--- config.mk ---
export PLATFORM = sky130hd
export DESIGN_NAME = dpw_cmd_decoder
export DESIGN_NICKNAME = d
export VERILOG_FILES = /design/src/include/dpw_pkg.sv /design/src/core/dpw_cmd_decoder.sv /design/src/core/dpw_setting_mem.sv
export SDC_FILE = /design/constraint.sdc
export NUM_CORES = 1
export LEC_CHECK = 0
export BUFFER_PORTS_ARGS = -buffer_cell sky130_fd_sc_hd__buf_2
export CORE_MARGIN = 2
export CORE_UTILIZATION = 35
export DETAILED_ROUTE_END_ITERATION = 6
export MAX_ROUTING_LAYER = met4
export PLACE_DENSITY = 0.61
export SYNTH_ARGS = -nofsm -noshare
export SYNTH_HDL_FRONTEND = slang
export SYNTH_SLANG_ARGS = --single-unit
--- constraint.sdc ---
create_clock -name clock -period 3.4 [get_ports clock]
set_input_delay 0 -clock clock [delete_from_list [all_inputs] [get_ports clock]]
set_output_delay 0 -clock clock [all_outputs]
set_load 0.01 [all_outputs]
--- src/include/dpw_pkg.sv ---
// Shared constants and types for the dual pot wiper command decoder
package dpw_pkg;
   // ------------------------------------------------------------
   // Timing
   // ------------------------------------------------------------
   localparam int CLK_KHZ = 10000;
   localparam int WRL_US = 10;
   localparam int WRL_CYC = WRL_US * CLK_KHZ / 1000;
   localparam int NV_WRITE_MS = 10;
   localparam int NV_WRITE_CYC = NV_WRITE_MS * CLK_KHZ;
   localparam int WRL_CW = 7;
   localparam int NV_CW = 17;

   // ------------------------------------------------------------
   // Byte framing and fields
   // ------------------------------------------------------------
   localparam logic [3:0] BITS_PER_BYTE = 4'h8;
   localparam logic [3:0] ACK_SLOT = 4'h9;
   localparam logic [3:0] CNT_ZERO = 4'h0;
   localparam logic [3:0] CNT_STEP = 4'h1;
   localparam int OP_MSB = 7;
   localparam int OP_LSB = 4;
   localparam int SEL_MSB = 3;
   localparam int SEL_LSB = 2;
   localparam int POT_BIT = 0;

   // ------------------------------------------------------------
   // Opcodes
   // ------------------------------------------------------------
   localparam logic [3:0] OP_RD_WIPER = 4'h9;
   localparam logic [3:0] OP_WR_WIPER = 4'hA;
   localparam logic [3:0] OP_RD_SET = 4'hB;
   localparam logic [3:0] OP_WR_SET = 4'hC;
   localparam logic [3:0] OP_S2W = 4'hD;
   localparam logic [3:0] OP_W2S = 4'hE;
   localparam logic [3:0] OP_GS2W = 4'h1;
   localparam logic [3:0] OP_GW2S = 4'h8;
   localparam logic [3:0] OP_INCDEC = 4'h2;

   // ------------------------------------------------------------
   // Register values
   // ------------------------------------------------------------
   localparam logic [7:0] WIPER_MAX = 8'hFF;
   localparam logic [7:0] WIPER_MIN = 8'h00;
   localparam logic [7:0] WIPER_STEP = 8'h01;
   localparam logic [7:0] WIPER_RESET = 8'h00;
   localparam logic [7:0] SETTING_RESET = 8'h00;
   localparam int SET_DEPTH = 8;
   localparam int SET_AW = 3;

   typedef enum logic [2:0] {
      ST_IDLE, ST_ID, ST_INSTR, ST_WDATA, ST_RDATA, ST_INCDEC, ST_HOLD, ST_EXEC
   } dpw_state_t;

   typedef enum logic [2:0] {
      ACT_NONE, ACT_WR_WIPER, ACT_WR_SET, ACT_S2W, ACT_W2S, ACT_GS2W, ACT_GW2S
   } dpw_act_t;
endpackage

--- src/core/dpw_cmd_decoder.sv ---
// Two-wire command decoder for a dual digital potentiometer
`timescale 1ns/100ps
// How it works
// - Register reads and writes take address byte, instruction byte, one data byte.
// - Transfers complete after two bytes and a stop, without a data byte.
// - Setting-to-wiper loads the wiper register; tap follows after response delay.
// - Wiper-to-setting starts a nonvolatile write after stop, lasting the write time.
// - Global transfers act on both pots with the shared setting select.
// - After increment/decrement is acked, master may step freely with SCL pulses.
// - SCL high with SDA high steps the selected wiper up one.
// - SCL high with SDA low steps the selected wiper down one.
// - Address byte needs type code and strap address match to proceed.
// - Reads send eight bits MSB first; a matched address, a valid instruction and write data are acknowledged.
// - Unused instruction bits are ignored.
// - Two select bits choose one of four setting registers.
// - Instruction LSB chooses the pot; global commands ignore it.
// - Upper four instruction bits decode to the nine commands.
// - Address is not acknowledged while a nonvolatile write runs.
module dpw_cmd_decoder #(
   parameter logic [3:0] DEVICE_TYPE_CODE = 4'h3, // Arbitrary value
   parameter int NV_WRITE_CYCLES = dpw_pkg::NV_WRITE_CYC
) (
   input wire logic clock,
   input wire logic resetn,
   input wire logic scl_in,
   input wire logic sda_in,
   input wire logic [3:0] address_strap_pins,
   output logic sda_out,
   output logic sda_oe,
   output logic [7:0] wiper_tap0,
   output logic [7:0] wiper_tap1,
   output logic nv_write_busy
);
   // ------------------------------------------------------------
   // Pin synchronisers and bus events
   // ------------------------------------------------------------
   logic scl_m, scl_s, scl_d, sda_m, sda_s, sda_d;
   logic [3:0] strap_m, strap_s;

   always_ff @(posedge clock or negedge resetn) begin
      if (!resetn) begin
         {scl_m, scl_s, scl_d, sda_m, sda_s, sda_d} <= 6'h3F;
         strap_m <= 4'h0;
         strap_s <= 4'h0;
      end else begin
         {scl_m, scl_s, scl_d} <= {scl_in, scl_m, scl_s};
         {sda_m, sda_s, sda_d} <= {sda_in, sda_m, sda_s};
         strap_m <= address_strap_pins;
         strap_s <= strap_m;
      end
   end

   wire scl_rise = scl_s & ~scl_d;
   wire scl_fall = ~scl_s & scl_d;
   wire start = scl_s & scl_d & sda_d & ~sda_s;
   wire stop = scl_s & scl_d & ~sda_d & sda_s;

   // ------------------------------------------------------------
   // State
   // ------------------------------------------------------------
   dpw_pkg::dpw_state_t state_r, after_r, nxt_after;
   dpw_pkg::dpw_act_t act_r, instr_act;
   logic [3:0] cnt_r;
   logic [7:0] shift_r, data_r, tx_r, tx_src, ld_val, mem_rd, mem_wd;
   logic [1:0] sel_r;
   logic pot_r, rd_wiper_r, exec_pot_r, exec_ph_r, sda_oe_r, nv_busy_r, wrl_pend_r;
   logic [7:0] wiper_r [2];
   logic [7:0] tap_r [2];
   logic [1:0] ld_wiper;
   logic [dpw_pkg::WRL_CW-1:0] wrl_cnt_r;
   logic [dpw_pkg::NV_CW-1:0] nv_cnt_r;

   // ------------------------------------------------------------
   // Byte decode
   // ------------------------------------------------------------
   wire [3:0] op = shift_r[dpw_pkg::OP_MSB:dpw_pkg::OP_LSB];
   wire id_match = (op == DEVICE_TYPE_CODE) && (shift_r[3:0] == strap_s) && !nv_busy_r;
   wire op_rd = (op == dpw_pkg::OP_RD_WIPER) || (op == dpw_pkg::OP_RD_SET);
   wire op_wr = (op == dpw_pkg::OP_WR_WIPER) || (op == dpw_pkg::OP_WR_SET);
   wire op_valid = op_rd || op_wr || (op == dpw_pkg::OP_INCDEC) || (instr_act != dpw_pkg::ACT_NONE);
   wire rx_state = (state_r == dpw_pkg::ST_ID) || (state_r == dpw_pkg::ST_INSTR)
                   || (state_r == dpw_pkg::ST_WDATA);
   wire ack_now = (state_r == dpw_pkg::ST_ID) ? id_match :
                  (state_r == dpw_pkg::ST_INSTR) ? op_valid : 1'b1;

   // Bit 1 of the instruction is never looked at
   assign instr_act = (op == dpw_pkg::OP_WR_WIPER) ? dpw_pkg::ACT_WR_WIPER :
                      (op == dpw_pkg::OP_WR_SET) ? dpw_pkg::ACT_WR_SET :
                      (op == dpw_pkg::OP_S2W) ? dpw_pkg::ACT_S2W :
                      (op == dpw_pkg::OP_W2S) ? dpw_pkg::ACT_W2S :
                      (op == dpw_pkg::OP_GS2W) ? dpw_pkg::ACT_GS2W :
                      (op == dpw_pkg::OP_GW2S) ? dpw_pkg::ACT_GW2S : dpw_pkg::ACT_NONE;
   assign nxt_after = (state_r == dpw_pkg::ST_ID) ? dpw_pkg::ST_INSTR :
                      (state_r != dpw_pkg::ST_INSTR) ? dpw_pkg::ST_HOLD :
                      op_rd ? dpw_pkg::ST_RDATA :
                      op_wr ? dpw_pkg::ST_WDATA :
                      (op == dpw_pkg::OP_INCDEC) ? dpw_pkg::ST_INCDEC : dpw_pkg::ST_HOLD;

   // ------------------------------------------------------------
   // Execution after stop
   // ------------------------------------------------------------
   wire exec_global = (act_r == dpw_pkg::ACT_GS2W) || (act_r == dpw_pkg::ACT_GW2S);
   wire exec_fire = (state_r == dpw_pkg::ST_EXEC) && exec_ph_r;
   wire act_to_wiper = (act_r == dpw_pkg::ACT_S2W) || (act_r == dpw_pkg::ACT_GS2W)
                       || (act_r == dpw_pkg::ACT_WR_WIPER);
   wire act_nv = (act_r == dpw_pkg::ACT_W2S) || (act_r == dpw_pkg::ACT_GW2S)
                 || (act_r == dpw_pkg::ACT_WR_SET);
   wire mem_we = exec_fire && act_nv;
   wire nv_start = exec_fire && act_nv && !(exec_global && !exec_pot_r);
   wire [2:0] mem_waddr = {exec_pot_r, sel_r};
   // Pot in the top address bit, setting select below it
   wire [2:0] mem_raddr = (state_r == dpw_pkg::ST_EXEC) ? mem_waddr :
                          {shift_r[dpw_pkg::POT_BIT], shift_r[dpw_pkg::SEL_MSB:dpw_pkg::SEL_LSB]};
   assign mem_wd = (act_r == dpw_pkg::ACT_WR_SET) ? data_r : wiper_r[exec_pot_r];
   assign ld_val = (act_r == dpw_pkg::ACT_WR_WIPER) ? data_r : mem_rd;
   assign tx_src = rd_wiper_r ? wiper_r[pot_r] : mem_rd;

   dpw_setting_mem u_mem (
      .clock(clock),
      .resetn(resetn),
      .rd_addr(mem_raddr),
      .wr_en(mem_we),
      .wr_addr(mem_waddr),
      .wr_data(mem_wd),
      .rd_data(mem_rd)
   );

   // ------------------------------------------------------------
   // Protocol sequencer
   // ------------------------------------------------------------
   // Bus events are ignored for the few cycles of execution; a start
   // cannot legally follow a stop that quickly at any bus rate.
   always_ff @(posedge clock or negedge resetn) begin
      if (!resetn) begin
         state_r <= dpw_pkg::ST_IDLE;
         after_r <= dpw_pkg::ST_IDLE;
         act_r <= dpw_pkg::ACT_NONE;
         cnt_r <= dpw_pkg::CNT_ZERO;
         shift_r <= 8'h00;
         data_r <= 8'h00;
         tx_r <= 8'h00;
         sel_r <= 2'h0;
         pot_r <= 1'b0;
         rd_wiper_r <= 1'b0;
         exec_pot_r <= 1'b0;
         exec_ph_r <= 1'b0;
         sda_oe_r <= 1'b0;
      end else if (start && state_r != dpw_pkg::ST_EXEC) begin
         state_r <= dpw_pkg::ST_ID;
         act_r <= dpw_pkg::ACT_NONE;
         cnt_r <= dpw_pkg::CNT_ZERO;
         sda_oe_r <= 1'b0;
      end else if (stop && state_r != dpw_pkg::ST_EXEC) begin
         cnt_r <= dpw_pkg::CNT_ZERO;
         sda_oe_r <= 1'b0;
         // A write still short of its data byte is dropped
         if (state_r == dpw_pkg::ST_HOLD && act_r != dpw_pkg::ACT_NONE) begin
            state_r <= dpw_pkg::ST_EXEC;
            exec_pot_r <= exec_global ? 1'b0 : pot_r;
            exec_ph_r <= 1'b0;
         end else begin
            state_r <= dpw_pkg::ST_IDLE;
            act_r <= dpw_pkg::ACT_NONE;
         end
      end else if (state_r == dpw_pkg::ST_EXEC) begin
         exec_ph_r <= ~exec_ph_r;
         if (exec_ph_r && exec_global && !exec_pot_r) begin
            exec_pot_r <= 1'b1;
         end else if (exec_ph_r) begin
            state_r <= dpw_pkg::ST_IDLE;
            act_r <= dpw_pkg::ACT_NONE;
         end
      end else if (state_r == dpw_pkg::ST_RDATA) begin
         if (scl_rise) begin
            cnt_r <= cnt_r + dpw_pkg::CNT_STEP;
         end else if (scl_fall && cnt_r == dpw_pkg::BITS_PER_BYTE) begin
            sda_oe_r <= 1'b0;
            state_r <= dpw_pkg::ST_HOLD;
         end else if (scl_fall && cnt_r != dpw_pkg::CNT_ZERO) begin
            sda_oe_r <= ~tx_r[6];
            tx_r <= {tx_r[6:0], 1'b0};
         end
      end else if (rx_state) begin
         if (scl_rise && cnt_r < dpw_pkg::BITS_PER_BYTE) begin
            shift_r <= {shift_r[6:0], sda_s};
            cnt_r <= cnt_r + dpw_pkg::CNT_STEP;
         end else if (scl_fall && cnt_r == dpw_pkg::BITS_PER_BYTE) begin
            cnt_r <= dpw_pkg::ACK_SLOT;
            sda_oe_r <= ack_now;
            after_r <= ack_now ? nxt_after : dpw_pkg::ST_HOLD;
            if (ack_now && state_r == dpw_pkg::ST_INSTR) begin
               sel_r <= shift_r[dpw_pkg::SEL_MSB:dpw_pkg::SEL_LSB];
               pot_r <= shift_r[dpw_pkg::POT_BIT];
               rd_wiper_r <= (op == dpw_pkg::OP_RD_WIPER);
               act_r <= instr_act;
            end
            if (state_r == dpw_pkg::ST_WDATA) begin
               data_r <= shift_r;
            end
         end else if (scl_fall && cnt_r == dpw_pkg::ACK_SLOT) begin
            cnt_r <= dpw_pkg::CNT_ZERO;
            state_r <= after_r;
            sda_oe_r <= (after_r == dpw_pkg::ST_RDATA) && !tx_src[7];
            tx_r <= tx_src;
         end
      end
   end

   // ------------------------------------------------------------
   // Wiper registers and stepping
   // ------------------------------------------------------------
   wire step_en = (state_r == dpw_pkg::ST_INCDEC) && scl_rise;
   wire [1:0] step_any;
   wire wiper_chg = |ld_wiper || |step_any;

   for (genvar p = 0; p < 2; p++) begin : g_pot
      wire sel_me = (pot_r == 1'(p));
      wire up = step_en && sel_me && sda_s && (wiper_r[p] != dpw_pkg::WIPER_MAX);
      wire dn = step_en && sel_me && !sda_s && (wiper_r[p] != dpw_pkg::WIPER_MIN);
      logic [7:0] wiper_nxt;
      assign ld_wiper[p] = exec_fire && act_to_wiper && (exec_pot_r == 1'(p));
      assign step_any[p] = up || dn;
      assign wiper_nxt = ld_wiper[p] ? ld_val :
                         up ? wiper_r[p] + dpw_pkg::WIPER_STEP :
                         dn ? wiper_r[p] - dpw_pkg::WIPER_STEP : wiper_r[p];
      always_ff @(posedge clock or negedge resetn) begin
         if (!resetn) begin
            wiper_r[p] <= dpw_pkg::WIPER_RESET;
            tap_r[p] <= dpw_pkg::WIPER_RESET;
         end else begin
            wiper_r[p] <= wiper_nxt;
            if (wrl_pend_r && wrl_cnt_r == '0) begin
               tap_r[p] <= wiper_r[p];
            end
         end
      end
   end

   // ------------------------------------------------------------
   // Response delay and nonvolatile write timer
   // ------------------------------------------------------------
   // Any new change restarts the delay, so a burst of steps settles once
   always_ff @(posedge clock or negedge resetn) begin
      if (!resetn) begin
         wrl_pend_r <= 1'b0;
         wrl_cnt_r <= '0;
      end else if (wiper_chg) begin
         wrl_pend_r <= 1'b1;
         wrl_cnt_r <= dpw_pkg::WRL_CW'(dpw_pkg::WRL_CYC - 1);
      end else if (wrl_pend_r) begin
         wrl_pend_r <= (wrl_cnt_r != '0);
         wrl_cnt_r <= wrl_cnt_r - dpw_pkg::WRL_CW'(1);
      end
   end

   always_ff @(posedge clock or negedge resetn) begin
      if (!resetn) begin
         nv_busy_r <= 1'b0;
         nv_cnt_r <= '0;
      end else if (nv_start) begin
         nv_busy_r <= 1'b1;
         nv_cnt_r <= dpw_pkg::NV_CW'(NV_WRITE_CYCLES - 1);
      end else if (nv_busy_r) begin
         nv_busy_r <= (nv_cnt_r != '0);
         nv_cnt_r <= nv_cnt_r - dpw_pkg::NV_CW'(1);
      end
   end

   // Open drain: only ever pulls low
   assign sda_out = 1'b0;
   assign sda_oe = sda_oe_r;
   assign wiper_tap0 = tap_r[0];
   assign wiper_tap1 = tap_r[1];
   assign nv_write_busy = nv_busy_r;

   int busy_len_h;
   logic [7:0] since_chg_h;
   always_ff @(posedge clock or negedge resetn) begin
      if (!resetn) begin
         busy_len_h <= 0;
         since_chg_h <= 8'h00;
      end else begin
         busy_len_h <= nv_busy_r ? busy_len_h + 1 : 0;
         since_chg_h <= wiper_chg ? 8'h00 : since_chg_h + 8'(since_chg_h != 8'hFF);
      end
   end

   wire id_end = (state_r == dpw_pkg::ST_ID) && scl_fall && (cnt_r == dpw_pkg::BITS_PER_BYTE);
   wire up_chk = step_en && sda_s && wiper_r[pot_r] != dpw_pkg::WIPER_MAX;
   wire dn_chk = step_en && !sda_s && wiper_r[pot_r] != dpw_pkg::WIPER_MIN;
endmodule

--- src/core/dpw_setting_mem.sv ---
// Nonvolatile setting register store, two pots by four settings
`timescale 1ns/100ps
module dpw_setting_mem (
   input wire logic clock,
   input wire logic resetn,
   input wire logic [dpw_pkg::SET_AW-1:0] rd_addr,
   input wire logic wr_en,
   input wire logic [dpw_pkg::SET_AW-1:0] wr_addr,
   input wire logic [7:0] wr_data,
   output logic [7:0] rd_data
);
   logic [7:0] mem_r [dpw_pkg::SET_DEPTH];

   // Reset stands in for the power-up contents
   always_ff @(posedge clock or negedge resetn) begin
      if (!resetn) begin
         for (int i = 0; i < dpw_pkg::SET_DEPTH; i++) begin
            mem_r[i] <= dpw_pkg::SETTING_RESET;
         end
         rd_data <= dpw_pkg::SETTING_RESET;
      end else begin
         if (wr_en) begin
            mem_r[wr_addr] <= wr_data;
         end
         rd_data <= mem_r[rd_addr];
      end
   end
endmodule

==> impl_metrics.json, run 1 <==
{
  "async_flop_share_pct": 100,
  "clock.fmax_ghz": 0.334,
  "synth_enable_flop_cells": 0,
  "port_buffers": 25,
  "postCtsSetupRepairBufs": 0,
  "synthesis.area_um2": 9820,
  "grt_pass1_vias": 6857,
  "yosys.cell_count.top_type": "dfrtp_1",
  "fin_setup_tns_ps": 0,
  "clock-sinks": 187,
  "rsz0062_at_grt": "false",
  "cts_max_path_buffers": 2,
  "grt_pass1_wl_um": 36700,
  "ys_top_cells_by_count": "181 x dfrtp_1, 107 x mux2_2, 82 x mux2i_1",
  "finalClockSkew_ps": 11.3,
  "antenna_found_initial": 0,
  "clk_pin_slew_worst_paths_ps": 80,
  "cp_max_fo": 7,
  "wl_per_cell_um": 16.7,
  "synth.distinct_cells": 76,
  "vias": 6770,
  "grt_max_degree": 79,
  "design.core.area_um2": 27700,
  "p_leak_nw": 5.36,
  "dieHeight_um": 171,
  "period_needed_ps": 2990,
  "yosys.area.top_type": "dfrtp_1",
  "ys_top_cells_by_area": "dfrtp_1 46%, mux2_2 12%, mux2i_1 8.4%",
  "multi_input_area_um2": 4870,
  "cap_violations": 0,
  "first_pass_iters": 5,
  "synth-main-ff-cell": "dfrtp_1",
  "regArea_um2": 4690,
  "p_total_mw": 6.20,
  "syn_inst": 882,
  "r2r-end": "wiper_r[15]$_DFFE_PN0P_",
  "ys_warn_count": 0,
  "relSlewSlack_pct": 47.5,
  "diodes": 0,
  "status": "complete, no violations",
  "start_util_pct": 35.4,
  "area_growth_pct": 13.5,
  "cts_buffers": 17,
  "r2r_slack_ps": 410,
  "routed_via_density": 5.18,
  "hold_path_class": "in2async",
  "drt-total-wl_um": 21800,
  "rr_worst_depth": 10,
  "grt_overflow": 0,
  "crit_path_end_kind": "flip-flop",
  "worst-setup-path-type": "reg2reg",
  "worst_pin_slew_ps": 787,
  "slowest_delay_ps": 580,
  "fill_cells": 2673,
  "worstPathCellList": "nor2b_1 -> nand4b_1 -> nor2_1 -> inv_1 -> ha_1 -> a21oi_1 -> o211ai_1 -> o41ai_2 -> mux2i_1 -> a22oi_1",
  "critPathRequiredTime_ps": 3710,
  "fp-row-count": 61,
  "final_hold_viol_count": 0,
  "clock-root-buffer": "clkbuf_16",
  "synthesis.nets": 910,
  "post-route-util_pct": 40.2,
  "finalSetupViolCount": 0,
  "fp.dieArea_um2": 29400,
  "max-vdd-ir-drop_mv": 0.363,
  "cts_max_level": 4,
  "drt_iter0_drc": 413,
  "drive_gt1_share_pct": 23.5,
  "syn_area_per_cell_um2": 11.1,
  "io_pins": 27,
  "drv_slew": 0,
  "postRouteAntennaNets": 0,
  "place.gp.congestion": 0.841,
  "slowest_stage": "dfstp_2",
  "synthDominantCellAreaShare_pct": 46.1,
  "clkLatencyLatePin_ps": 440,
  "hpwl_um": 15100,
  "ys_seq_area_share_pct": 47.8,
  "grtUsageTotal_pct": 16.4,
  "fin_crit_sh_pct": 88.0,
  "final_nets": 945,
  "cp-start-kind": "flip-flop",
  "cts_tree": "done",
  "die_x_um": 171,
  "crit_arrival_ps": 3300,
  "drc": 0,
  "ys_seq_elements": 187,
  "r2r_start": "scl_s$_DFF_PN1_",
  "p_per_area_nw_per_um2": 556
}
[registers in the layout, summed over array words and instances, names as in the netlist, 3 cells and up]
register	cells
u_mem.mem_r	64
nv_cnt_r	17
wiper_r	16
data_r	8
shift_r	8
u_mem.rd_data	8
wiper_tap0	8
wiper_tap1	8
tx_r	7
wrl_cnt_r	7
cnt_r	4
strap_m	4
strap_s	4
act_r	3
after_r	3
state_r	3
[metrics by stage]
stage,hold slack [ps],area [µm²],cells,setup slack (ps)
6_report,133,11100,1308,408
5_1_grt,173,11100,1308,179
4_1_cts,160,11100,1308,238
3_5_place_dp,63.7,10500,1269,273
3_3_place_gp,60.6,10500,1269,292
2_1_floorplan,-296,9820,882,589
[worst max-delay path: cells and delay by family (launching register included)]
family | cells | cell delay (ps)
AOI/OAI and AO/OA | 4 | 830
adders and majority gates | 1 | 310
buffers and inverters | 1 | 180
DFF | 1 | 580
and+or+nand+nor | 3 | 740
muxes | 1 | 240
[worst max path at each step]
stage | startpoint | endpoint | slack, ps | depth (start not counted)
4_1_cts | scl_s$_DFF_PN1_ | wiper_r[15]$_DFFE_PN0P_ | 240 | 10
3_5_place_dp | scl_s$_DFF_PN1_ | wiper_r[15]$_DFFE_PN0P_ | 270 | 10
2_1_floorplan | state_r[0]$_DFFE_PN0P_ | wiper_r[15]$_DFFE_PN0P_ | 590 | 11
3_3_place_gp | scl_s$_DFF_PN1_ | wiper_r[15]$_DFFE_PN0P_ | 290 | 10
5_1_grt | scl_s$_DFF_PN1_ | wiper_r[15]$_DFFE_PN0P_ | 180 | 10
6_report | scl_s$_DFF_PN1_ | wiper_r[15]$_DFFE_PN0P_ | 410 | 10
[metal layers]
layer	up-vias	routed length, µm	track usage [%]
met5	-	0	-
li1	3278	-	-
met4	0	222	3.50
met1	3379	10100	21.0
met2	100	10800	27.2
met3	13	627	2.97
[cell type report]
class	count	share of cell area [%]
Tap cell	378	4.24
Clock inverter	14	1.53
Timing Repair Buffer	58	3.69
Clock buffer	18	3.94
Inverter	25	0.842
Sequential cell	187	42.1
Multi-Input combinational cell	628	43.7
[cells by family (layout without fill, tap and decap cells)]
logic type	count (synthesis)	after routing	share of synthesized area (%)
simple gates	230	230	12.2
xor+xnor	37	37	3.30
other cells	1	1	0.0382
mux	191	191	20.9
compound gates	149	149	10.3
buf+inv	67	115	2.86
flops	187	187	47.8
fa+ha+maj	20	20	2.70
[power by group]
group          switching [mW]  internal, mW  total, mW
registers               0.189          2.40       2.59
logic                   0.946         0.618       1.56
clock network           0.966          1.08       2.05
total                    2.10          4.09       6.20
[timing repair]
action                                 4_1_cts  5_1_grt
resized for setup                            0        1
setup endpoints to repair                    0        1
hold buffers                                 7        0
endpoints found under the hold margin       76        0
[cells in the final DEF (no fill, tap or decap), types with 21 or more instances in the layout]
cell type,instances
dfrtp_1,181
nand2_1,64
buf_4,25
inv_1,24
a21oi_1,21
mux2i_1,81
mux2_2,107
buf_2,24
o21ai_0,33
nor2_1,58
No activity file was read; power rests on OpenSTA's default activity.
==> run 2: changes to the inputs <==
--- a/config.mk
+++ b/config.mk
@@ -6,11 +6,13 @@
 export NUM_CORES = 1
 export LEC_CHECK = 0
 export BUFFER_PORTS_ARGS = -buffer_cell sky130_fd_sc_hd__buf_2
+export CAP_MARGIN = 10
 export CORE_MARGIN = 2
 export CORE_UTILIZATION = 35
 export DETAILED_ROUTE_END_ITERATION = 6
 export MAX_ROUTING_LAYER = met4
 export PLACE_DENSITY = 0.61
+export REMOVE_ABC_BUFFERS = 1
 export SYNTH_ARGS = -nofsm -noshare
 export SYNTH_HDL_FRONTEND = slang
 export SYNTH_SLANG_ARGS = --single-unit
==> run 2 against run 1 <==
Flip-flop and latch count unchanged. First-iteration DRC count up 12%. Critical path type unchanged. Cell count down 0.23%. Total power down 1.6%. Clock power down 3%. Highest routed layer unchanged. Global-route usage down 0.49 points. Largest cell class unchanged. Design area down 0.47%. Sequential share of layout area up 0.20 points. Via count down 0.81%.
==> impl_metrics.json, run 2 (same netlist as run 1, synthesis figures left out) <==
{
  "placed_area_um2": 10400,
  "worst_pin_slew_ps": 878,
  "antenna_found_initial": 0,
  "period_needed_ps": 2900,
  "drc": 0,
  "drt_iter0_drc": 463,
  "cts_buffers": 17,
  "top_register": "u_mem.mem_r",
  "reg_top3": "u_mem.mem_r (64), nv_cnt_r (17), wiper_r (16)",
  "finalClockSkew_ps": 11.3,
  "layout.cells.non_filler": 1305,
  "wl_per_cell_um": 16.4,
  "cp_max_fo": 7,
  "crit_arrival_ps": 3220,
  "status": "complete, no violations",
  "fill_cells": 2666,
  "internal-power_mw": 4.05,
  "hpwl_um": 14700,
  "ctsResizeCount": 0,
  "drt-total-wl_um": 21400,
  "routed_via_density": 5.15,
  "cap_violations": 0,
  "cp-start-kind": "flip-flop",
  "start_util_pct": 35.4,
  "diodes": 0,
  "dp_cells": 1267,
  "r2r_slack_ps": 500,
  "design.core.area_um2": 27700,
  "crit_path_end_kind": "flip-flop",
  "rr_worst_depth": 11,
  "p_clk_share_pct": 32.5,
  "fin_setup_tns_ps": 0,
  "clkLatencyLatePin_ps": 440,
  "fp.dieArea_um2": 29400,
  "port_buffers": 25,
  "grt_overflow": 0,
  "io_pins": 27,
  "clock-root-buffer": "clkbuf_16",
  "clock-sinks": 187,
  "die_x_um": 171,
  "p_per_area_nw_per_um2": 550,
  "rsz0062_at_grt": "false",
  "fin_crit_sh_pct": 85.4,
  "grt_pass1_wl_um": 35500,
  "relSlewSlack_pct": 41.4,
  "pwr-share-comb_pct": 24.6,
  "dieHeight_um": 171,
  "fp-row-count": 61,
  "cts_tree": "done",
  "grtUsageTotal_pct": 15.9,
  "final_nets": 943,
  "postCtsSetupRepairBufs": 0,
  "drive_gt1_share_pct": 23.2,
  "drv_slew": 0,
  "area_growth_pct": 13.0,
  "max-vdd-ir-drop_mv": 0.328,
  "largest_reg_flops": 64,
  "vias": 6715,
  "hold_path_class": "in2async",
  "p_total_mw": 6.10,
  "first_pass_iters": 5,
  "grt_max_degree": 103,
  "p_leak_nw": 5.33,
  "final_hold_viol_count": 0,
  "stdcell_area_um2": 11100,
  "critPathRequiredTime_ps": 3720,
  "clock.fmax_ghz": 0.344,
  "mostFrequentLayoutCells": "181 x dfrtp_1, 107 x mux2_2, 81 x mux2i_1",
  "layout_commonest_cell": "dfrtp_1",
  "grt_pass1_vias": 6740,
  "r2r_start": "scl_s$_DFF_PN1_",
  "finalSetupViolCount": 0,
  "p_switching_mw": 2.05,
  "cts_max_path_buffers": 2,
  "postRouteAntennaNets": 0,
  "p_seq_share_pct": 42.9,
  "p_sw_share_pct": 33.6,
  "cts_max_level": 4,
  "clk_pin_slew_worst_paths_ps": 70,
  "worst-setup-path-type": "reg2reg",
  "place.gp.congestion": 0.845,
  "r2r-end": "wiper_r[15]$_DFFE_PN0P_",
  "hold_buffers": 7
}
==> run 2: final cells by class <==
cell class | count | area [µm²] | area share, %
Inverter | 25 | 93.8 | 0.846
Clock buffer | 17 | 425 | 3.84
Clock inverter | 14 | 154 | 1.39
Multi-Input combinational cell | 628 | 4860 | 43.8
Sequential cell | 187 | 4690 | 42.3
Tap cell | 378 | 473 | 4.26
Timing Repair Buffer | 56 | 397 | 3.58
==> run 2: metal layers <==
| layer | GRT usage [%] | wire, µm |
|---|---|---|
| met2 | 25.8 | 10300 |
| met3 | 2.58 | 548 |
| met4 | 5.05 | 376 |
| met5 | - | 0 |
| met1 | 20.3 | 10100 |
==> run 2: critical path: stages, from the launching register on <==
cell      delay [ps]
dfstp_2          570
nor2b_1          180
nand4b_1         250
nor2_1           250
inv_1            180
ha_1             300
a21oi_1          190
o211ai_1         160
o41ai_1          270
buf_4            190
mux2i_1          170
a22oi_1           80
==> run 2: power by group through the flow <==
stage / Combinational, mW / Clock [mW] / Sequential [mW]
2_1_floorplan: 0.977 / 0 / 2.64
3_3_place_gp: 1.47 / 0 / 2.66
3_5_place_dp: 1.49 / 0 / 2.66
4_1_cts: 1.50 / 2.04 / 2.62
5_1_grt: 1.69 / 2.13 / 2.64
6_report: 1.50 / 1.98 / 2.61
==> run 2: how the worst max path moves through the flow <==
stage / startpoint / to / slack, ps / cells past startpoint
floorplan: state_r[1]$_DFFE_PN0P_ / u_mem.rd_data[0]$_DFF_PN0_ / -710 / 5
global placement: scl_s$_DFF_PN1_ / wiper_r[15]$_DFFE_PN0P_ / 550 / 11
detailed placement: scl_s$_DFF_PN1_ / wiper_r[15]$_DFFE_PN0P_ / 500 / 11
CTS: scl_s$_DFF_PN1_ / wiper_r[15]$_DFFE_PN0P_ / 470 / 11
global route: scl_s$_DFF_PN1_ / wiper_r[15]$_DFFE_PN0P_ / 170 / 11
finish: scl_s$_DFF_PN1_ / wiper_r[15]$_DFFE_PN0P_ / 500 / 11
==> run 2: metrics by stage <==
stage | hold slack [ps] | util [%] | setup slack, ps
floorplan | -296 | - | -709
global placement | 112 | 37.7 | 548
detailed placement | 109 | 37.7 | 503
CTS | 173 | 40.0 | 474
global route | 197 | 40.0 | 166
finish | 161 | 40.0 | 497
==> run 3: changes to the inputs <==
--- a/config.mk
+++ b/config.mk
@@ -5,14 +5,16 @@
 export SDC_FILE = /design/constraint.sdc
 export NUM_CORES = 1
 export LEC_CHECK = 0
-export BUFFER_PORTS_ARGS = -buffer_cell sky130_fd_sc_hd__buf_2
 export CAP_MARGIN = 10
 export CORE_MARGIN = 2
 export CORE_UTILIZATION = 35
 export DETAILED_ROUTE_END_ITERATION = 6
+export DONT_BUFFER_PORTS = 1
+export GPL_TIMING_DRIVEN = 0
 export MAX_ROUTING_LAYER = met4
-export PLACE_DENSITY = 0.61
+export PLACE_DENSITY = 0.6
 export REMOVE_ABC_BUFFERS = 1
+export SKIP_LAST_GASP = 1
 export SYNTH_ARGS = -nofsm -noshare
 export SYNTH_HDL_FRONTEND = slang
 export SYNTH_SLANG_ARGS = --single-unit
==> run 3 against run 2 <==
The flow now finishes with violations (negative hold slack). First-iteration DRC count grew 12%. Combinational power is 14% lower. Die area is the same. Register-to-register slack lost 280 ps. Setup slack worse by 280 ps. Clock-buffer cell count is the same. Largest cell class unchanged.
==> impl_metrics.json, run 3 (same netlist as run 1, synthesis figures left out) <==
{
  "reg_top3": "u_mem.mem_r (64), nv_cnt_r (17), wiper_r (16)",
  "period_needed_ps": 3180,
  "p_leak_nw": 5.14,
  "hpwl_um": 14200,
  "cts_max_level": 4,
  "place_ws_ps": -49.5,
  "first_pass_iters": 4,
  "drv_slew": 0,
  "clk_pin_slew_worst_paths_ps": 70,
  "hold-worst-slack_ps": -751,
  "grt_overflow": 0,
  "status": "finished, violations left",
  "vias": 6641,
  "grtUsageTotal_pct": 15.6,
  "r2r_start": "scl_s$_DFF_PN1_",
  "max-vdd-ir-drop_mv": 0.331,
  "crit_path_end_kind": "flip-flop",
  "grt_pass1_vias": 6531,
  "postRouteAntennaNets": 0,
  "hold_path_class": "in2async",
  "drc": 0,
  "clock.fmax_ghz": 0.314,
  "critPathRequiredTime_ps": 3710,
  "cp_num_buf_inv": 1,
  "worst_pin_slew_ps": 1190,
  "p_total_mw": 6.04,
  "clock-sinks": 187,
  "routed_via_density": 5.24,
  "io_pins": 27,
  "place.gp.congestion": 0.831,
  "port_buffers": 0,
  "grt_pass1_wl_um": 34700,
  "cts_max_path_buffers": 2,
  "slowest_delay_ps": 600,
  "crit_family": "compound AO/OA/AOI/OAI gates",
  "drive_gt1_share_pct": 20.2,
  "fin_crit_sh_pct": 93.6,
  "p_per_area_nw_per_um2": 555,
  "worstPathCellList": "nor2b_1 -> nand4b_1 -> nor2_1 -> inv_1 -> ha_1 -> a21oi_1 -> o211ai_1 -> o41ai_2 -> mux2i_1 -> a22oi_1",
  "grt_max_degree": 188,
  "clock-root-buffer": "clkbuf_16",
  "worst_slack_ps": 219,
  "finalSetupViolCount": 0,
  "clkLatencyLatePin_ps": 440,
  "final_nets": 904,
  "cts_tree": "done",
  "cp_max_fo": 7,
  "start_util_pct": 35.4,
  "area_growth_pct": 10.9,
  "finalClockSkew_ps": 9.21,
  "fp.dieArea_um2": 29400,
  "rr_worst_depth": 10,
  "drt-total-wl_um": 20900,
  "r2r_slack_ps": 220,
  "drt_iter0_drc": 520,
  "layout_commonest_cell": "dfrtp_1",
  "antenna_found_initial": 0,
  "diodes": 0,
  "dieHeight_um": 171,
  "wl_per_cell_um": 16.5,
  "design.core.area_um2": 27700,
  "violations": "negative hold slack",
  "cp-start-kind": "flip-flop",
  "mostFrequentLayoutCells": "180 x dfrtp_1, 107 x mux2_2, 81 x mux2i_1",
  "largest_reg_flops": 64,
  "crit_arrival_ps": 3490,
  "fp-row-count": 61,
  "die_x_um": 171,
  "hold_buffers": 6,
  "relSlewSlack_pct": 20.4,
  "cts_buffers": 17,
  "cap_violations": 0,
  "top_register": "u_mem.mem_r",
  "worst-setup-path-type": "reg2reg",
  "final_hold_viol_count": 187,
  "slowest_stage": "dfstp_2",
  "rsz0062_at_grt": "true",
  "r2r-end": "wiper_r[15]$_DFFE_PN0P_"
}
==> run 3: repair_timing <==
action                                  4_1_cts  5_1_grt
endpoints found under the setup margin        1        4
endpoints found under the hold margin       193      187
setup buffers                                 0        5
resized for setup                             1        1
==> run 3: through the flow <==
| stage | instances | TNS, ps | hold slack, ps | instance area, µm² | util [%] |
|---|---|---|---|---|---|
| detailed placement | 1224 | -49.5 | -290 | 10200 | 36.7 |
| global placement | 1218 | -16570 | -290 | 10100 | 36.5 |
| floorplan | 840 | -5670 | -296 | 9630 | - |
| finish | 1267 | 0 | -751 | 10900 | 39.3 |
| global route | 1267 | -54.9 | -766 | 10900 | 39.3 |
| CTS | 1262 | 0 | -762 | 10800 | 39.1 |
==> run 3: worst max-delay path by stage <==
stage               slack [ps]  cells after the start                   start                          to
floorplan                 -710                      5  state_r[1]$_DFFE_PN0P_  u_mem.rd_data[0]$_DFF_PN0_
global placement         -2100                      5  state_r[1]$_DFFE_PN0P_  u_mem.rd_data[2]$_DFF_PN0_
detailed placement         -50                     10  state_r[0]$_DFFE_PN0P_     wiper_r[15]$_DFFE_PN0P_
CTS                        160                     10  state_r[0]$_DFFE_PN0P_     wiper_r[15]$_DFFE_PN0P_
global route               -50                     10  state_r[1]$_DFFE_PN0P_     wiper_r[15]$_DFFE_PN0P_
finish                     220                     10         scl_s$_DFF_PN1_     wiper_r[15]$_DFFE_PN0P_
==> run 3: per-layer routing <==
metal / part of all wire, % / up-vias / track usage (%)
met1: 47 / 3324 / 19.9
li1: - / 3194 / -
met2: 48 / 90 / 25.1
met4: 2.0 / 0 / 5.16
met5: 0 / - / -
met3: 2.8 / 33 / 2.83
==> run 3: area by class of cell <==
type	count	area [µm²]
fillers	2649	16800
multi-input cells	628	4880
flip-flops and latches	187	4690
well taps	378	473
clock buffers	17	425
clock inverters	15	175
repair buffers	17	150
inverters	25	93.8
==> run 3: worst reg2reg max path: stages, from the launching register on <==
cell	delay, ps
dfstp_2	600
nor2b_1	210
nand4b_1	280
nor2_1	270
inv_1	180
ha_1	300
a21oi_1	220
o211ai_1	190
o41ai_2	460
mux2i_1	250
a22oi_1	90
==> run 3: report_power, final <==
group	internal [mW]	switching [mW]
clock	1.11	0.930
combinational	0.533	0.756
sequential	2.40	0.307
